File: config.mk
export PLATFORM = sky130hd
export DESIGN_NAME = pcsb_top
export DESIGN_NICKNAME = d
export VERILOG_FILES = /design/src/pcsb_pkg.sv /design/src/pcsb_clk_if.sv /design/src/pcsb_clk_gen.sv /design/src/pcsb_top.sv
export SDC_FILE = /design/constraint.sdc
export NUM_CORES = 1
export LEC_CHECK = 0
export BUFFER_PORTS_ARGS = -buffer_cell sky130_fd_sc_hd__buf_2
export CORE_MARGIN = 1
export CORE_UTILIZATION = 46
export DETAILED_ROUTE_END_ITERATION = 7
export PLACE_DENSITY = 0.84
export SLEW_MARGIN = 25
export SYNTH_ARGS = -nofsm -noshare
export SYNTH_HDL_FRONTEND = slang
export SYNTH_HIERARCHICAL = 1
export SYNTH_SLANG_ARGS = --single-unit
File: constraint.sdc
create_clock -name i_clk -period 1.78 [get_ports i_clk]
set_input_delay 0.178 -clock i_clk [delete_from_list [all_inputs] [get_ports i_clk]]
set_output_delay 0.178 -clock i_clk [all_outputs]
set_load 0.005 [all_outputs]
File: src/pcsb_pkg.sv
// pcsb_pkg.sv: constants and types for the clock generator stop/break control block.
// assumes: single 200 MHz system clock, no register bus; every control bit is a plain port.
package pcsb_pkg;

    // ****************************************************************
    // reset values
    // ****************************************************************
    localparam logic RST_BASE_SRC   = 1'b0;  // crystal path selected after reset
    localparam logic RST_AUTO_BW    = 1'b0;  // manual bandwidth after reset
    localparam logic RST_ACQ        = 1'b0;  // acquisition mode after reset
    localparam logic RST_LOCK       = 1'b0;  // unlocked after reset
    localparam logic RST_EVENT_FLAG = 1'b0;  // no pll event after reset
    localparam logic RST_BREAK_CLEAR_FLAG_ENABLE       = 1'b0;  // break clears blocked after reset

    // ****************************************************************
    // base source select encoding
    // ****************************************************************
    localparam logic SRC_VCO_HALF  = 1'b1;   // vco clock halved drives base clock
    localparam logic SRC_XTAL_HALF = 1'b0;   // crystal halved drives base clock

    // ****************************************************************
    // timing: one divide-by-two enable on the system clock
    // ****************************************************************
    localparam int  CLK_MHZ      = 200;
    localparam int  HALF_DIV     = 2;        // base clock is source divided by two
    localparam logic [0:0] DIV_TOP = 1'(HALF_DIV - 1);

    // ****************************************************************
    // low power state of the generator
    // ****************************************************************
    typedef enum logic [1:0] {
        PCSB_RUN     = 2'h0,                 // outputs toggling
        PCSB_STOPPED = 2'h1,                 // oscillator enable low, outputs held low
        PCSB_RESTART = 2'h3                  // enable back, crystal path starts first
    } pcsb_state_e;

endpackage : pcsb_pkg

File: src/pcsb_clk_if.sv
// pcsb_clk_if.sv: carries the generator enables and sampled oscillator enable between modules.
// assumes: both modules run on the same system clock.
`timescale 1ns/1ps
interface pcsb_clk_if;
    logic osc_run;      // generator allowed to run
    logic sel_vco;      // base clock uses the vco path
    logic xtal_en;      // crystal reference enable pulse
    logic base_en;      // base clock enable pulse
    modport ctrl (output osc_run, output sel_vco, input xtal_en, input base_en);
    modport gen  (input osc_run, input sel_vco, output xtal_en, output base_en);
endinterface : pcsb_clk_if

File: src/pcsb_clk_gen.sv
// pcsb_clk_gen.sv: divider producing the crystal and base clock enable pulses.
// assumes: vco_tick is a one-cycle pulse on i_clk from the pll model outside.
`timescale 1ns/1ps
module pcsb_clk_gen
    import pcsb_pkg::*;
(
    // clock and reset
    input  wire logic i_clk,
    input  wire logic i_rst_n,
    // source ticks
    input  wire logic i_xtal_tick,
    input  wire logic i_vco_tick,
    // control side
    pcsb_clk_if.gen   cif
);

    // ****************************************************************
    // divide-by-two phases
    // ****************************************************************
    logic [0:0] xdiv_q;   // crystal halving phase
    logic [0:0] vdiv_q;   // vco halving phase
    logic       src_tick; // tick of the selected source

    // divider is cleared while stopped so the crystal restarts from phase zero
    always_ff @(posedge i_clk or negedge i_rst_n) begin
        if (!i_rst_n) begin
            xdiv_q <= '0;
        end else if (!cif.osc_run) begin
            xdiv_q <= '0;                          // [RQ1]
        end else if (i_xtal_tick) begin
            xdiv_q <= (xdiv_q == DIV_TOP) ? '0 : xdiv_q + 1'b1;
        end
    end

    // vco divider runs only while the vco path is chosen
    always_ff @(posedge i_clk or negedge i_rst_n) begin
        if (!i_rst_n) begin
            vdiv_q <= '0;
        end else if (!cif.osc_run || !cif.sel_vco) begin
            vdiv_q <= '0;
        end else if (i_vco_tick) begin
            vdiv_q <= (vdiv_q == DIV_TOP) ? '0 : vdiv_q + 1'b1;
        end
    end

    // crystal enable gated by the oscillator enable
    assign cif.xtal_en = cif.osc_run & i_xtal_tick;                 // [RQ1] [RQ13]
    assign src_tick    = cif.sel_vco ? i_vco_tick : i_xtal_tick;
    // base enable on the wrap of the selected halving divider
    assign cif.base_en = cif.osc_run & src_tick &
                         ((cif.sel_vco ? vdiv_q : xdiv_q) == DIV_TOP); // [RQ3]

endmodule // pcsb_clk_gen

File: src/pcsb_top.sv
// pcsb_top.sv: stop-mode and break-state control for the pll clock generator.
// assumes: system controller, break logic and pll analogue side are outside; all on i_clk.
// Operation
// RQ1: oscillator enable low forces generator outputs low
// RQ2: stop with vco source clears base select
// RQ3: after stop, crystal halved drives base clock
// RQ4: break clear enable lets software clear flags
// RQ5: flags cleared in break stay cleared
// RQ6: without enable, break accesses keep event flag
// RQ7: auto mode sets tracking bit on tracking entry
// RQ8: auto mode sets lock bit on lock entry
// RQ9: base select one means vco, zero crystal
// RQ10: event flag sets on every lock change
// RQ11: lock reads zero in manual mode
// RQ12: tracking bit writable only in manual mode
// RQ13: outputs resume after enable, crystal path first
`timescale 1ns/1ps
module pcsb_top
    import pcsb_pkg::*;
(
    // clock and reset
    input  wire logic i_clk,
    input  wire logic i_rst_n,
    // system controller and break state
    input  wire logic i_osc_enable_from_sysctl,
    input  wire logic i_break_active,
    input  wire logic i_break_clear_flag_enable_wr,
    input  wire logic i_break_clear_flag_enable_val,
    // pll control register access
    input  wire logic i_pll_control_reg_rd,
    input  wire logic i_pll_control_reg_wr,
    input  wire logic i_base_src_select_wr,
    input  wire logic i_pll_irq_enable_wr,
    input  wire logic i_pll_event_flag_clr,
    // bandwidth register access
    input  wire logic i_pll_bandwidth_reg_wr,
    input  wire logic i_auto_bw_wr,
    input  wire logic i_acq_tracking_wr,
    // analogue side indications
    input  wire logic i_xtal_tick,
    input  wire logic i_vco_tick,
    input  wire logic i_err_below_track,
    input  wire logic i_err_below_lock,
    // clock outputs
    output logic      o_crystal_ref_clock,
    output logic      o_base_clock_out,
    output logic      o_clock_gen_irq,
    // status
    output logic      o_base_src_select,
    output logic      o_pll_irq_enable,
    output logic      o_pll_event_flag,
    output logic      o_auto_bw,
    output logic      o_acq_tracking_status,
    output logic      o_lock,
    output logic      o_break_clear_flag_enable
);

    // ****************************************************************
    // pin synchronisers
    // ****************************************************************
    logic osc_meta_q;     // first stage, read only by the second
    logic osc_sync_q;     // synchronised oscillator enable
    logic trk_meta_q;
    logic trk_sync_q;     // synchronised tracking tolerance met
    logic lck_meta_q;
    logic lck_sync_q;     // synchronised lock tolerance met

    // oscillator enable and analogue comparators come from outside the domain
    always_ff @(posedge i_clk or negedge i_rst_n) begin
        if (!i_rst_n) begin
            osc_meta_q <= 1'b0;
            osc_sync_q <= 1'b0;
            trk_meta_q <= 1'b0;
            trk_sync_q <= 1'b0;
            lck_meta_q <= 1'b0;
            lck_sync_q <= 1'b0;
        end else begin
            osc_meta_q <= i_osc_enable_from_sysctl;
            osc_sync_q <= osc_meta_q;
            trk_meta_q <= i_err_below_track;
            trk_sync_q <= trk_meta_q;
            lck_meta_q <= i_err_below_lock;
            lck_sync_q <= lck_meta_q;
        end
    end

    // ****************************************************************
    // stop state machine
    // ****************************************************************
    pcsb_state_e state_q;   // current low power state
    pcsb_state_e state_d;   // next low power state
    logic        run;       // generator allowed to run

    // restart holds one cycle so the crystal path runs before anything else
    always_comb begin
        state_d = state_q;
        case (state_q)
            PCSB_RUN: begin
                if (!osc_sync_q) state_d = PCSB_STOPPED;    // [RQ1]
            end
            PCSB_STOPPED: begin
                if (osc_sync_q) state_d = PCSB_RESTART;     // [RQ13]
            end
            PCSB_RESTART: begin
                state_d = osc_sync_q ? PCSB_RUN : PCSB_STOPPED;
            end
            default: begin
                state_d = PCSB_STOPPED;
            end
        endcase
    end

    // state register
    always_ff @(posedge i_clk or negedge i_rst_n) begin
        if (!i_rst_n) state_q <= PCSB_STOPPED;
        else          state_q <= state_d;
    end

    assign run = (state_q != PCSB_STOPPED) && osc_sync_q;           // [RQ1]

    // ****************************************************************
    // base source select
    // ****************************************************************
    logic bcs_q;   // base source select bit

    // stop wins over a software set in the same cycle; stays clear until rewritten
    always_ff @(posedge i_clk or negedge i_rst_n) begin
        if (!i_rst_n) begin
            bcs_q <= RST_BASE_SRC;                                  // [RQ9]
        end else if (!osc_sync_q || state_q != PCSB_RUN) begin
            bcs_q <= SRC_XTAL_HALF;                                 // [RQ2] [RQ3] [RQ9]
        end else if (i_pll_control_reg_wr) begin
            bcs_q <= i_base_src_select_wr;                          // [RQ9]
        end
    end

    // ****************************************************************
    // divider and clock outputs
    // ****************************************************************
    pcsb_clk_if cif ();
    logic       xclk_q;  // crystal reference out
    logic       base_q;  // base clock out

    assign cif.osc_run = run;
    assign cif.sel_vco = (bcs_q == SRC_VCO_HALF);

    pcsb_clk_gen u_gen (
        .i_clk       (i_clk),
        .i_rst_n     (i_rst_n),
        .i_xtal_tick (i_xtal_tick),
        .i_vco_tick  (i_vco_tick),
        .cif         (cif.gen)
    );

    // outputs toggle on enable pulses, forced low while stopped
    always_ff @(posedge i_clk or negedge i_rst_n) begin
        if (!i_rst_n) begin
            xclk_q <= 1'b0;
            base_q <= 1'b0;
        end else if (!run) begin
            xclk_q <= 1'b0;                                         // [RQ1]
            base_q <= 1'b0;                                         // [RQ1]
        end else begin
            if (cif.xtal_en) xclk_q <= ~xclk_q;                     // [RQ13]
            if (cif.base_en) base_q <= ~base_q;                     // [RQ3]
        end
    end

    // ****************************************************************
    // bandwidth control
    // ****************************************************************
    logic auto_q;     // automatic bandwidth mode
    logic acq_man_q;  // manual tracking choice, kept across auto mode
    logic acq_st_q;   // automatic tracking status
    logic lock_q;     // raw lock indicator

    // mode and manual tracking bit from software
    always_ff @(posedge i_clk or negedge i_rst_n) begin
        if (!i_rst_n) begin
            auto_q    <= RST_AUTO_BW;
            acq_man_q <= RST_ACQ;
        end else if (i_pll_bandwidth_reg_wr) begin
            auto_q <= i_auto_bw_wr;
            if (!auto_q) acq_man_q <= i_acq_tracking_wr;            // [RQ12]
        end
    end

    // automatic status follows the tolerance comparators
    always_ff @(posedge i_clk or negedge i_rst_n) begin
        if (!i_rst_n) begin
            acq_st_q <= RST_ACQ;
            lock_q   <= RST_LOCK;
        end else if (!auto_q) begin
            acq_st_q <= RST_ACQ;
            lock_q   <= RST_LOCK;
        end else begin
            acq_st_q <= trk_sync_q;                                 // [RQ7]
            lock_q   <= lck_sync_q;                                 // [RQ8]
        end
    end

    // ****************************************************************
    // event flag, irq enable and break protection
    // ****************************************************************
    logic break_clear_flag_enable_q;     // break clear flag enable
    logic pie_q;      // pll irq enable
    logic pll_event_flag_q;     // pll event flag
    logic lock_chg;   // lock indicator changed
    logic sw_clr;     // permitted software clear of the flag

    // break clear enable lives with the break logic; modelled here as a plain bit
    always_ff @(posedge i_clk or negedge i_rst_n) begin
        if (!i_rst_n)                          break_clear_flag_enable_q <= RST_BREAK_CLEAR_FLAG_ENABLE;  // [RQ6]
        else if (i_break_clear_flag_enable_wr) break_clear_flag_enable_q <= i_break_clear_flag_enable_val;
    end

    // irq enable is an ordinary control register bit
    always_ff @(posedge i_clk or negedge i_rst_n) begin
        if (!i_rst_n)                  pie_q <= 1'b0;
        else if (i_pll_control_reg_wr) pie_q <= i_pll_irq_enable_wr;
    end

    assign lock_chg = auto_q && (lck_sync_q != lock_q);             // [RQ10]
    // a read acknowledge step clears too; outside break always, in break only when enabled
    assign sw_clr   = (i_pll_event_flag_clr || i_pll_control_reg_rd) &&
                      (!i_break_active || break_clear_flag_enable_q);                  // [RQ4] [RQ6]

    // set beats clear; no restore on break exit since nothing is saved
    always_ff @(posedge i_clk or negedge i_rst_n) begin
        if (!i_rst_n)      pll_event_flag_q <= RST_EVENT_FLAG;
        else if (!auto_q)  pll_event_flag_q <= 1'b0;                          // [RQ10]
        else if (lock_chg) pll_event_flag_q <= 1'b1;                          // [RQ10]
        else if (sw_clr)   pll_event_flag_q <= 1'b0;                          // [RQ4] [RQ5]
    end

    // ****************************************************************
    // outputs
    // ****************************************************************
    assign o_crystal_ref_clock       = xclk_q;
    assign o_base_clock_out          = base_q;
    assign o_clock_gen_irq           = run & pll_event_flag_q & pie_q & auto_q; // [RQ1]
    assign o_base_src_select         = bcs_q;
    assign o_pll_irq_enable          = pie_q;
    assign o_pll_event_flag          = pll_event_flag_q & auto_q;             // [RQ10]
    assign o_auto_bw                 = auto_q;
    assign o_acq_tracking_status     = auto_q ? acq_st_q : acq_man_q; // [RQ12]
    assign o_lock                    = lock_q & auto_q;             // [RQ11]
    assign o_break_clear_flag_enable = break_clear_flag_enable_q;

endmodule // pcsb_top

Word-level counts from Yosys, hierarchy flattened --
Cells that the tools add are included.
Storage, ports and cells: bits in registers 20, input bits 18, output and inout port bits 10
Cells by class: $add $sub $neg 2, equality and inequality tests 10, mux-type cells 24, bitwise operators 11, reductions and logical operators 17
Operators by type and width (number):
- 2-to-1 mux 1 bit | 21
- bitwise AND 1 bit | 8
- inequality test 2 x 1 -> 1 bit, second input constant | 3
- inequality test 2 bit, second input constant | 3
- case mux 2 bit (3 select lines) | 1
- nonzero test 2 bit | 3
- logical NOT 1 bit | 4
- logical OR 1 bit | 4
- 2-to-1 mux 2 bit | 2
- AND reduction 2 bit | 2
- logical AND 1 bit | 3
- inequality test 3 x 1 -> 1 bit, second input constant | 1
- inverter 1 bit | 3
- adder 1 bit, second input constant | 2
- equality test 2 x 1 -> 1 bit, second input constant | 1
- equality test 2 bit, second input constant | 1
- logical NOT 2 bit | 1
- inequality test 1 bit | 1

Longest topological paths before layout --
Gate-level depths: netlist (run 1).
word-level depth 6, depth in mapped cells 7, gate-level depth less buffers 7

By module --
Netlist (run 1), hierarchy kept.
By module, submodules not included:
- pcsb_top | times used 1, cells each 46, area each 664.4 um^2
- pcsb_clk_gen | times used 1, cells each 10, area each 105.1 um^2

Least setup slack after synthesis (run 1) --
OpenSTA, ideal clock, no wires.
kind register to register, start point register state_q[0], end point register xclk_q, in the netlist o_crystal_ref_clock, setup time 127 ps, arrival 1240 ps, required time 1653 ps, slack 413 ps, stages on the path, launching flop included 7, path buffers 0, clock period less this slack 1367 ps, cells stage by stage dfstp_2 -> inv_1 -> o21ai_1 -> inv_1 -> and2_1 -> xnor2_1 -> nor2_1
Between the ends: cells in the longest elaborated chain, start to end 4, elaborated cells on any way between the ends 5, classes of those cells eq/ne (2); mux (1); bitwise (1); reduce/logical (1)
RTL lines:
- start, declared | line pcsb_top.sv:90 | pcsb_state_e state_q;
- start signal, assigned | line pcsb_top.sv:116 | else state_q <= state_d;
- inequality test 2 x 1 -> 1 bit | line pcsb_top.sv:119 | assign run = (state_q != PCSB_STOPPED) && osc_sync_q;
- logical AND 1 bit | line pcsb_top.sv:119
- named net cif.osc_run | line pcsb_clk_if.sv:5 | logic osc_run;
- bitwise AND 1 bit | line pcsb_clk_gen.sv:47 | assign cif.xtal_en = cif.osc_run & i_xtal_tick;
- named net cif.xtal_en | line pcsb_clk_if.sv:7 | logic xtal_en;
- inequality test 2 x 1 -> 1 bit (no source line)
- end signal, assigned | line pcsb_top.sv:164 | if (cif.xtal_en) xclk_q <= ~xclk_q;
- end, declared | line pcsb_top.sv:141 | logic xclk_q;
The timed path passes the listed nets, and every way through them passes these cells. A chain may end at the register's enable or synchronous reset.

Final worst setup path (run 1) --
start point register state_q[0], end point output o_clock_gen_irq
Between the ends: cells in the longest elaborated chain, start to end 5
RTL lines:
- inequality test 2 x 1 -> 1 bit | line pcsb_top.sv:119
- logical AND 1 bit | line pcsb_top.sv:119
- bitwise AND 1 bit (3 in a row) | line pcsb_top.sv:241 | assign o_clock_gen_irq = run & pll_event_flag_q & pie_q & auto_q;
- end, declared | line pcsb_top.sv:47 | output logic o_clock_gen_irq,
No other way between the ends.

==> results of run 1 <==
-- worst paths after layout --
check                                  start                  end  slack [ns]
setup / recovery                  state_q[0]      o_clock_gen_irq        0.23
hold / removal             i_acq_tracking_wr            acq_man_q        0.11
setup reg to reg                  state_q[0]  o_crystal_ref_clock        0.29
hold reg to reg                   lck_meta_q           lck_sync_q        0.35
max in group asynchronous            i_rst_n           state_q[0]        1.11
min in group asynchronous            i_rst_n            acq_man_q        0.34
-- flip-flops by register name, summed over array words and instances (netlist names) --
name	cells
osc_meta_q	1
o_base_src_select	1
trk_meta_q	1
u_gen/vdiv_q	1
lock_q	1
o_auto_bw	1
trk_sync_q	1
o_base_clock_out	1
acq_man_q	1
lck_sync_q	1
o_pll_irq_enable	1
osc_sync_q	1
acq_st_q	1
u_gen/xdiv_q	1
pll_event_flag_q	1
state_q	2
o_break_clear_flag_enable	1
lck_meta_q	1
o_crystal_ref_clock	1
-- cell usage after synthesis (all sizes together) --
master and n:
nor3b 1, xor2 3, o22ai 1, mux2i 1
nand4 1, nor2 3, inv 3, and3 1
nor2b 1, and2 6, o21ai 1, nand4b 1
a22o 1, dfrtp 19, nand2 3, dfstp 1
xnor2 3, nor4b 1, mux2 5
-- final cells by class --
| cell class | instances | area (um2) |
|---|---|---|
| tap | 16 | 20.0 |
| multi-input combinational | 33 | 256 |
| timing repair buffer | 31 | 175 |
| fill | 124 | 541 |
| sequential | 20 | 502 |
| clock buffer | 4 | 36.3 |
| inverter | 3 | 11.3 |
-- metal layers --
metal | GRT usage, % | vias up
li1 | - | 256
met1 | 18.6 | 236
met2 | 22.7 | 16
met3 | 2.55 | 2
met4 | 9.38 | 0
met5 | 0 | -
-- worst max-delay path: cells and delay by family, from the launching register on --
kind                   cells  cell delay (ns)
flip-flops                 1             0.57
AO/OA/AOI/OAI              1             0.25
buffers and inverters      2             0.19
AND/OR/NAND/NOR            1             0.08
-- metrics by stage --
step / total power, mW / instance area [um2] / hold WS [ns] / cells
after floorplan: 0.599 / 769 / -0.118 / 56
after detailed placement: 0.659 / 925 / 0.142 / 99
after global placement: 0.651 / 925 / 0.132 / 99
final: 0.909 / 1000 / 0.109 / 107
after CTS: 0.918 / 1000 / 0.108 / 107
after global routing: 0.954 / 1000 / 0.105 / 107
-- logic make-up after synthesis --
| family | count (synthesis) | share of synthesized area [%] |
|---|---|---|
| flip-flops | 20 | 65.2 |
| AND/OR/NAND/NOR | 18 | 14.6 |
| XOR/XNOR | 6 | 6.83 |
| multiplexers | 6 | 9.10 |
| AO/OA/AOI/OAI | 3 | 2.76 |
| buffers and inverters | 3 | 1.46 |
-- report_power, final --
part / internal [mW] / total, mW / leakage [nW] / switching (mW)
combinational: 0.0781 / 0.130 / 0.257 / 0.0517
sequential: 0.495 / 0.525 / 0.248 / 0.0295
clock: 0.124 / 0.254 / 0.0210 / 0.130
total: 0.698 / 0.909 / 0.526 / 0.211
-- cell usage in the layout, fill, tap and decap left out, drive strengths merged, types with 3 or more instances in the layout --
master	count
xor2	3
inv	3
mux2	5
buf	27
nand2	3
xnor2	3
dlygate4sd3	4
clkbuf	4
and2	6
dfrtp	19
nor2	3
==> impl_metrics.env, run 1 <==
export IMPL_run_status="completed"
export IMPL_ir_drop_mv=0.523
export IMPL_track_usage_pct=14.6
export IMPL_synth_top_area_share_pct=61.8
export IMPL_post_route_min_period_ns=1.55
export IMPL_route_final_wire_length_mm=1.19
export IMPL_layout_worst_path_cycle_share_pct=87.1
export IMPL_postRouteAntennaNets=0
export IMPL_start_util_pct=49.9
export IMPL_dr_first_iter_drc_count=4
export IMPL_tightest_slew_ns=0.414
export IMPL_drc=0
export IMPL_fp_dieArea_um2=1840
export IMPL_grt_pass1_wl_mm=1.92
export IMPL_cts_tree="built"
export IMPL_die_y_um=42.9
export IMPL_worstPathRequired_ns=1.60
export IMPL_firstDrtPassIters=4
export IMPL_fp_row_count=14
export IMPL_worstPathMaxFanout=4
export IMPL_fin_util_pct=64.9
export IMPL_max_stage_delay_ns=0.57
export IMPL_report_final_slew_viol_count=0
export IMPL_fin_nets=110
export IMPL_power_leakage_nw=0.526
export IMPL_syn_area_um2=769
export IMPL_cellPowerDensity_nw_per_um2=908
export IMPL_cts_repair_resized=0
export IMPL_synth_seq_cells=20
export IMPL_wl_met1_um=569
export IMPL_setup_viol=0
export IMPL_core_um2=1540
export IMPL_clock_sinks=20
export IMPL_antenna_found_initial=0
export IMPL_synth_area_top_cells="dfrtp_1 62%, mux2_2 5.9%, dfstp_2 3.4%, xnor2_1 3.4%, xor2_1 3.4%"
export IMPL_seq_area_frac_synth_pct=65.2
export IMPL_yosys_warnings=6
export IMPL_syn_inst=56
export IMPL_worstSkewPairLatency_ns=0.29
export IMPL_clk_pin_slew_ns=0.11
export IMPL_met2_length_um=564
export IMPL_drt_vias_per_instance=4.77
export IMPL_maxCapViolCount=0
export IMPL_rsz0062_at_grt="no"
export IMPL_num_io_pins=28
export IMPL_worstSetupPathType="reg -> out"
export IMPL_endpoint_kind="output port"
export IMPL_slowest_stage="dfstp_2"
export IMPL_finClkSkew_ns=0.00499
export IMPL_layout_setup_ws_ns=0.229
export IMPL_rr_worst_depth=6
export IMPL_grt_pass1_vias=462
export IMPL_startpoint_type="flop"
export IMPL_syn_num_nets=74
export IMPL_timing_fmax_ghz=0.645
export IMPL_pre_cts_slack_ns=0.307
export IMPL_routabilityCongestion=0.739
export IMPL_hold_buffers=4
export IMPL_tns_ns=0
export IMPL_fp_dieW_um=42.9
export IMPL_hold_viol_final=0
export IMPL_grt_start_max_net_pins=21
export IMPL_post_cts_buffers=0
export IMPL_synthDistinctLibCells=22
export IMPL_hold_class="in -> reg"
export IMPL_cts_buffer_depth=2
export IMPL_portBuffers=27
export IMPL_route_met3_wl_um=45
export IMPL_crit_chain="inv_1 -> o21ai_1 -> nor2_1 -> buf_2"
export IMPL_root_buffer="clkbuf_4"
export IMPL_yosysTopAreaCell="dfrtp_1"
export IMPL_area_delta_synth_final_pct=30.1
export IMPL_drive_gt1_share_pct=47.3
export IMPL_cp_data_arrival_time_ns=1.37
export IMPL_overflow=0
export IMPL_top_layer="met4"
export IMPL_antenna_cells=0
export IMPL_numCtsBuffers=3
export IMPL_min_path_cells=2
export IMPL_dp_hpwl_um=910
export IMPL_slew_headroom_pct=72.4
export IMPL_syn_area_per_cell_um2=13.7
export IMPL_routedWlPerCell_um=11.1
export IMPL_htree_levels=1
export IMPL_via_count=510
Note: power is estimated with default switching activity, not from simulation.
==> inputs of run 2 (changes only) <==
--- a/config.mk
+++ b/config.mk
@@ -6,6 +6,7 @@
 export NUM_CORES = 1
 export LEC_CHECK = 0
 export BUFFER_PORTS_ARGS = -buffer_cell sky130_fd_sc_hd__buf_2
+export CORE_ASPECT_RATIO = 0.9
 export CORE_MARGIN = 1
 export CORE_UTILIZATION = 46
 export DETAILED_ROUTE_END_ITERATION = 7
==> constraint.sdc (replaced) <==
create_clock -name i_clk -period 1.47 [get_ports i_clk]
set_input_delay 0.147 -clock i_clk [delete_from_list [all_inputs] [get_ports i_clk]]
set_output_delay 0.147 -clock i_clk [all_outputs]
set_load 0.005 [all_outputs]
==> run 2 against run 1 <==
Against the previous run: non-clock buffer count is 2 higher; final area increased by 4.4%; sequential power is 21% higher; critical path type unchanged; largest cell class unchanged.
==> impl_metrics.env, run 2 (synthesis results as in run 1) <==
export IMPL_run_status="completed"
export IMPL_clock_sinks=20
export IMPL_tightest_slew_ns=0.423
export IMPL_crit_buf_inv=2
export IMPL_fill_cells=126
export IMPL_postRouteAntennaNets=0
export IMPL_worstSkewPairLatency_ns=0.30
export IMPL_worstSetupPathType="reg -> out"
export IMPL_hold_end="o_break_clear_flag_enable"
export IMPL_max_stage_delay_ns=0.55
export IMPL_fin_util_pct=69.8
export IMPL_grt_pass1_wl_mm=2.07
export IMPL_pre_cts_slack_ns=0.119
export IMPL_via_count=512
export IMPL_ir_drop_mv=1.08
export IMPL_layout_worst_path_cycle_share_pct=94.3
export IMPL_r2r_setup_slack_ns=0.12
export IMPL_track_usage_pct=17.3
export IMPL_cellPowerDensity_nw_per_um2=1200
export IMPL_grt_start_max_net_pins=21
export IMPL_fin_nets=112
export IMPL_htree_levels=1
export IMPL_placed_area_um2=940
export IMPL_rsz0062_at_grt="no"
export IMPL_area_delta_synth_final_pct=35.8
export IMPL_dr_first_iter_drc_count=11
export IMPL_stdcell_area_um2=1040
export IMPL_worstPathMaxFanout=3
export IMPL_clk_pin_slew_ns=0.11
export IMPL_firstDrtPassIters=4
export IMPL_numCtsBuffers=3
export IMPL_rr_worst_depth=6
export IMPL_antenna_found_initial=0
export IMPL_timing_rr_start="state_q[0]"
export IMPL_drt_vias_per_instance=4.45
export IMPL_min_path_cells=2
export IMPL_endpoint_kind="output port"
export IMPL_portBuffers=27
export IMPL_core_um2=1500
export IMPL_finClkSkew_ns=0.00570
export IMPL_hold_viol_final=0
export IMPL_hold_class="in -> reg"
export IMPL_fp_dieArea_um2=1840
export IMPL_layout_setup_ws_ns=0.0835
export IMPL_worst_r2r_endpoint="o_crystal_ref_clock"
export IMPL_grt_pass1_vias=492
export IMPL_report_final_slew_viol_count=0
export IMPL_drive_gt1_share_pct=50.5
export IMPL_startpoint_type="flop"
export IMPL_worstPathRequired_ns=1.32
export IMPL_mostFrequentLayoutCells="27 x buf_2, 18 x dfrtp_1, 4 x mux2_2, 4 x dlygate4sd3_1"
export IMPL_slowest_stage="dfstp_2"
export IMPL_cts_tree="built"
export IMPL_cpLargestDelayFamily="flip-flops"
export IMPL_timing_fmax_ghz=0.721
export IMPL_final_common_cell="buf_2"
export IMPL_root_buffer="clkbuf_4"
export IMPL_drc=0
export IMPL_die_y_um=40.8
export IMPL_slew_headroom_pct=71.8
export IMPL_antenna_cells=0
export IMPL_post_route_min_period_ns=1.39
export IMPL_crit_chain="inv_1 -> o21ai_2 -> nor2_1 -> buf_2"
export IMPL_route_final_wire_length_mm=1.31
export IMPL_min_delay_start="i_break_clear_flag_enable_val"
export IMPL_routabilityCongestion=0.660
export IMPL_num_io_pins=28
export IMPL_regMostFlops="state_q"
export IMPL_fp_row_count=13
export IMPL_largest_reg_flops=2
export IMPL_tns_ns=0
export IMPL_overflow=0
export IMPL_cp_data_arrival_time_ns=1.24
export IMPL_setup_viol=0
export IMPL_maxCapViolCount=0
export IMPL_start_util_pct=51.4
export IMPL_routedWlPerCell_um=11.4
export IMPL_fp_dieW_um=45.1
export IMPL_cts_buffer_depth=2
export IMPL_power_leakage_nw=0.541
-- run 2: changes by cell type in the layout (fill, tap and decap cells not counted), sizes merged --
cell    previous run  this run
buf               27        29
clkbuf             4         3
bufinv             0         1
-- run 2: stage by stage --
step	power, mW	instances	hold WS, ns
2_1_floorplan	0.726	56	-0.149
3_3_place_gp	0.796	106	0.108
3_5_place_dp	0.807	106	0.107
4_1_cts	1.26	114	0.0674
5_1_grt	1.31	115	0.0514
6_report	1.25	115	0.0752
-- run 2: metal layers --
layer / global-route usage (%) / share of wire, % / vias to the layer above / wire length [um]
li1: - / - / 261 / -
met1: 20.7 / 45 / 233 / 587
met2: 28.6 / 49 / 16 / 647
met4: 4.55 / 0.69 / 0 / 9
met5: 0 / 0 / - / 0
met3: 7.93 / 5.2 / 2 / 68
-- run 2: how the worst max path moves through the flow --
stage / slack [ns] / cells past startpoint / endpoint / startpoint
3_3_place_gp: 0.16 / 6 / o_crystal_ref_clock / state_q[0]
4_1_cts: 0.01 / 4 / o_clock_gen_irq / state_q[0]
5_1_grt: 0.02 / 2 / o_acq_tracking_status / o_auto_bw
6_report: 0.08 / 4 / o_clock_gen_irq / state_q[0]
2_1_floorplan: 0.10 / 6 / o_crystal_ref_clock / state_q[0]
3_5_place_dp: 0.12 / 6 / o_crystal_ref_clock / state_q[0]
-- run 2: final cells by class --
| type | instances | area (um2) | area share [%] |
|---|---|---|---|
| Timing Repair Buffer | 33 | 190 | 18.2 |
| Sequential cell | 20 | 503 | 48.1 |
| Inverter | 3 | 11.3 | 1.08 |
| Clock inverter | 1 | 30.0 | 2.87 |
| Tap cell | 22 | 27.5 | 2.63 |
| Multi-Input combinational cell | 33 | 260 | 24.9 |
| Clock buffer | 3 | 22.5 | 2.16 |
-- run 2: timing repair --
action	4_1_cts	5_1_grt
pin swaps	0	1
endpoints found under the hold margin	22	0
endpoints found under the setup margin	1	4
cloned	0	0
gates resized for setup	1	1
buffers inserted	1	1
hold buffers	4	0
-- run 2: power breakdown --
part / total (mW) / switching [mW] / internal, mW
clock: 0.435 / 0.159 / 0.276
sequential: 0.635 / 0.0343 / 0.600
combinational: 0.181 / 0.0729 / 0.108
total: 1.25 / 0.266 / 0.984
==> inputs of run 3 (changes only) <==
--- a/config.mk
+++ b/config.mk
@@ -6,7 +6,6 @@
 export NUM_CORES = 1
 export LEC_CHECK = 0
 export BUFFER_PORTS_ARGS = -buffer_cell sky130_fd_sc_hd__buf_2
-export CORE_ASPECT_RATIO = 0.9
 export CORE_MARGIN = 1
 export CORE_UTILIZATION = 46
 export DETAILED_ROUTE_END_ITERATION = 7
==> run 3 against run 2 <==
Against the previous run: final area decreased by 1.3%; largest power group unchanged; first-iteration DRC count down 82%; critical path depth grew 1; core utilization down 2.9 points; fmax decreased by 4.5%; final cell count fell by 4.3%; sequential power barely moved; worst setup slack got worse by 0.066 ns; highest routed layer unchanged.
==> impl_metrics.env, run 3 (synthesis results as in run 1) <==
export IMPL_placed_area_um2=932
export IMPL_regMostFlops="state_q"
export IMPL_routabilityCongestion=0.768
export IMPL_total_power_mw=1.14
export IMPL_final_common_cell="buf_2"
export IMPL_worstPathRequired_ns=1.32
export IMPL_layout_worst_path_cycle_share_pct=98.8
export IMPL_ir_drop_mv=0.651
export IMPL_report_final_slew_viol_count=0
export IMPL_area_delta_synth_final_pct=34.0
export IMPL_antenna_found_initial=0
export IMPL_crit_buf_inv=3
export IMPL_grt_use_met1_pct=22.6
export IMPL_setup_viol=0
export IMPL_hold_class="in -> reg"
export IMPL_grt_pass1_vias=498
export IMPL_fin_util_pct=66.9
export IMPL_dp_hpwl_um=965
export IMPL_overflow=0
export IMPL_drc=0
export IMPL_route_final_wire_length_mm=1.34
export IMPL_cellPowerDensity_nw_per_um2=1110
export IMPL_fp_dieW_um=42.9
export IMPL_worstPathMaxFanout=2
export IMPL_grt_start_max_net_pins=21
export IMPL_rsz0062_at_grt="yes"
export IMPL_track_usage_pct=16.7
export IMPL_layout_setup_ws_ns=0.0178
export IMPL_antenna_cells=0
export IMPL_maxCapViolCount=0
export IMPL_cpLargestDelayFamily="flip-flops"
export IMPL_num_io_pins=28
export IMPL_fp_row_count=14
export IMPL_stdcell_area_um2=1030
export IMPL_worstSetupPathType="reg -> out"
export IMPL_power_leakage_nw=0.536
export IMPL_numCtsBuffers=3
export IMPL_root_buffer="clkbuf_4"
export IMPL_die_y_um=42.9
export IMPL_hold_viol_final=0
export IMPL_pre_cts_slack_ns=0.116
export IMPL_startpoint_type="flop"
export IMPL_finClkSkew_ns=0.00166
export IMPL_drive_gt1_share_pct=53.2
export IMPL_routedWlPerCell_um=12.2
export IMPL_largest_reg_flops=2
export IMPL_timing_fmax_ghz=0.689
export IMPL_hold_ws_ns=0.0750
export IMPL_slew_headroom_pct=71.6
export IMPL_tightest_slew_ns=0.426
export IMPL_mostFrequentLayoutCells="27 x buf_2, 18 x dfrtp_1, 4 x mux2_2, 4 x dlygate4sd3_1"
export IMPL_portBuffers=27
export IMPL_clk_pin_slew_ns=0.11
export IMPL_cts_buffer_depth=2
export IMPL_met3_usage_pct=2.55
export IMPL_firstDrtPassIters=4
export IMPL_run_status="completed"
export IMPL_slowest_stage="dfstp_2"
export IMPL_max_stage_delay_ns=0.56
export IMPL_core_um2=1540
export IMPL_endpoint_kind="output port"
export IMPL_use_met2_pct=24.8
export IMPL_worstSkewPairLatency_ns=0.30
export IMPL_busiest_layer="met2"
export IMPL_fin_nets=113
export IMPL_drt_vias_per_instance=4.91
export IMPL_cts_tree="built"
export IMPL_postRouteAntennaNets=0
export IMPL_cp_data_arrival_time_ns=1.31
export IMPL_dr_first_iter_drc_count=2
export IMPL_crit_chain="inv_2 -> o21ai_2 -> buf_4 -> nor2_2 -> buf_2"
export IMPL_start_util_pct=49.9
export IMPL_via_count=540
export IMPL_grt_pass1_wl_mm=2.16
export IMPL_fp_dieArea_um2=1840
export IMPL_post_route_min_period_ns=1.45
export IMPL_htree_levels=1
export IMPL_clock_sinks=20
==> run 3: final timing paths <==
kind | startpoint | endpoint | slack (ns) | depth (start not counted)
min in group asynchronous | i_rst_n | pll_event_flag_q | 0.31 | 2
max reg2reg | state_q[0] | o_base_clock_out | 0.16 | 7
min | i_auto_bw_wr | o_auto_bw | 0.07 | 2
min reg2reg | osc_meta_q | osc_sync_q | 0.36 | 0
max | state_q[0] | o_clock_gen_irq | 0.02 | 5
max in group asynchronous | i_rst_n | state_q[0] | 0.83 | 2
==> run 3: area by class of cell <==
cell class | count | area [um2]
fillers | 112 | 510
flip-flops and latches | 20 | 503
multi-input cells | 33 | 263
repair buffers | 34 | 198
clock buffers | 4 | 36.3
well taps | 16 | 20.0
inverters | 3 | 11.3
==> run 3: routing by layer <==
metal / wire [um] / up-vias
met5: 0 / -
met4: 17 / 0
met3: 49 / 4
met2: 639 / 14
met1: 633 / 261
li1: - / 261
==> run 3: power by group <==
part	internal [mW]	switching, mW	total (mW)
clock network	0.151	0.162	0.313
registers	0.600	0.0365	0.637
logic	0.114	0.0767	0.190
total	0.865	0.275	1.14
==> run 3: repair_timing <==
item                                   CTS  global route
setup endpoints to repair                1             2
endpoints found under the hold margin   22             0
setup buffers                            2             0
pin swaps                                1             2
resized for setup                        1             3
hold buffers                             4             0
==> run 3: per-stage QoR <==
| stage | TNS (ns) | std cells |
|---|---|---|
| after detailed placement | 0 | 100 |
| after global placement | 0 | 100 |
| after global routing | -0.0681 | 110 |
| after CTS | 0 | 110 |
| final | 0 | 110 |
| after floorplan | 0 | 56 |
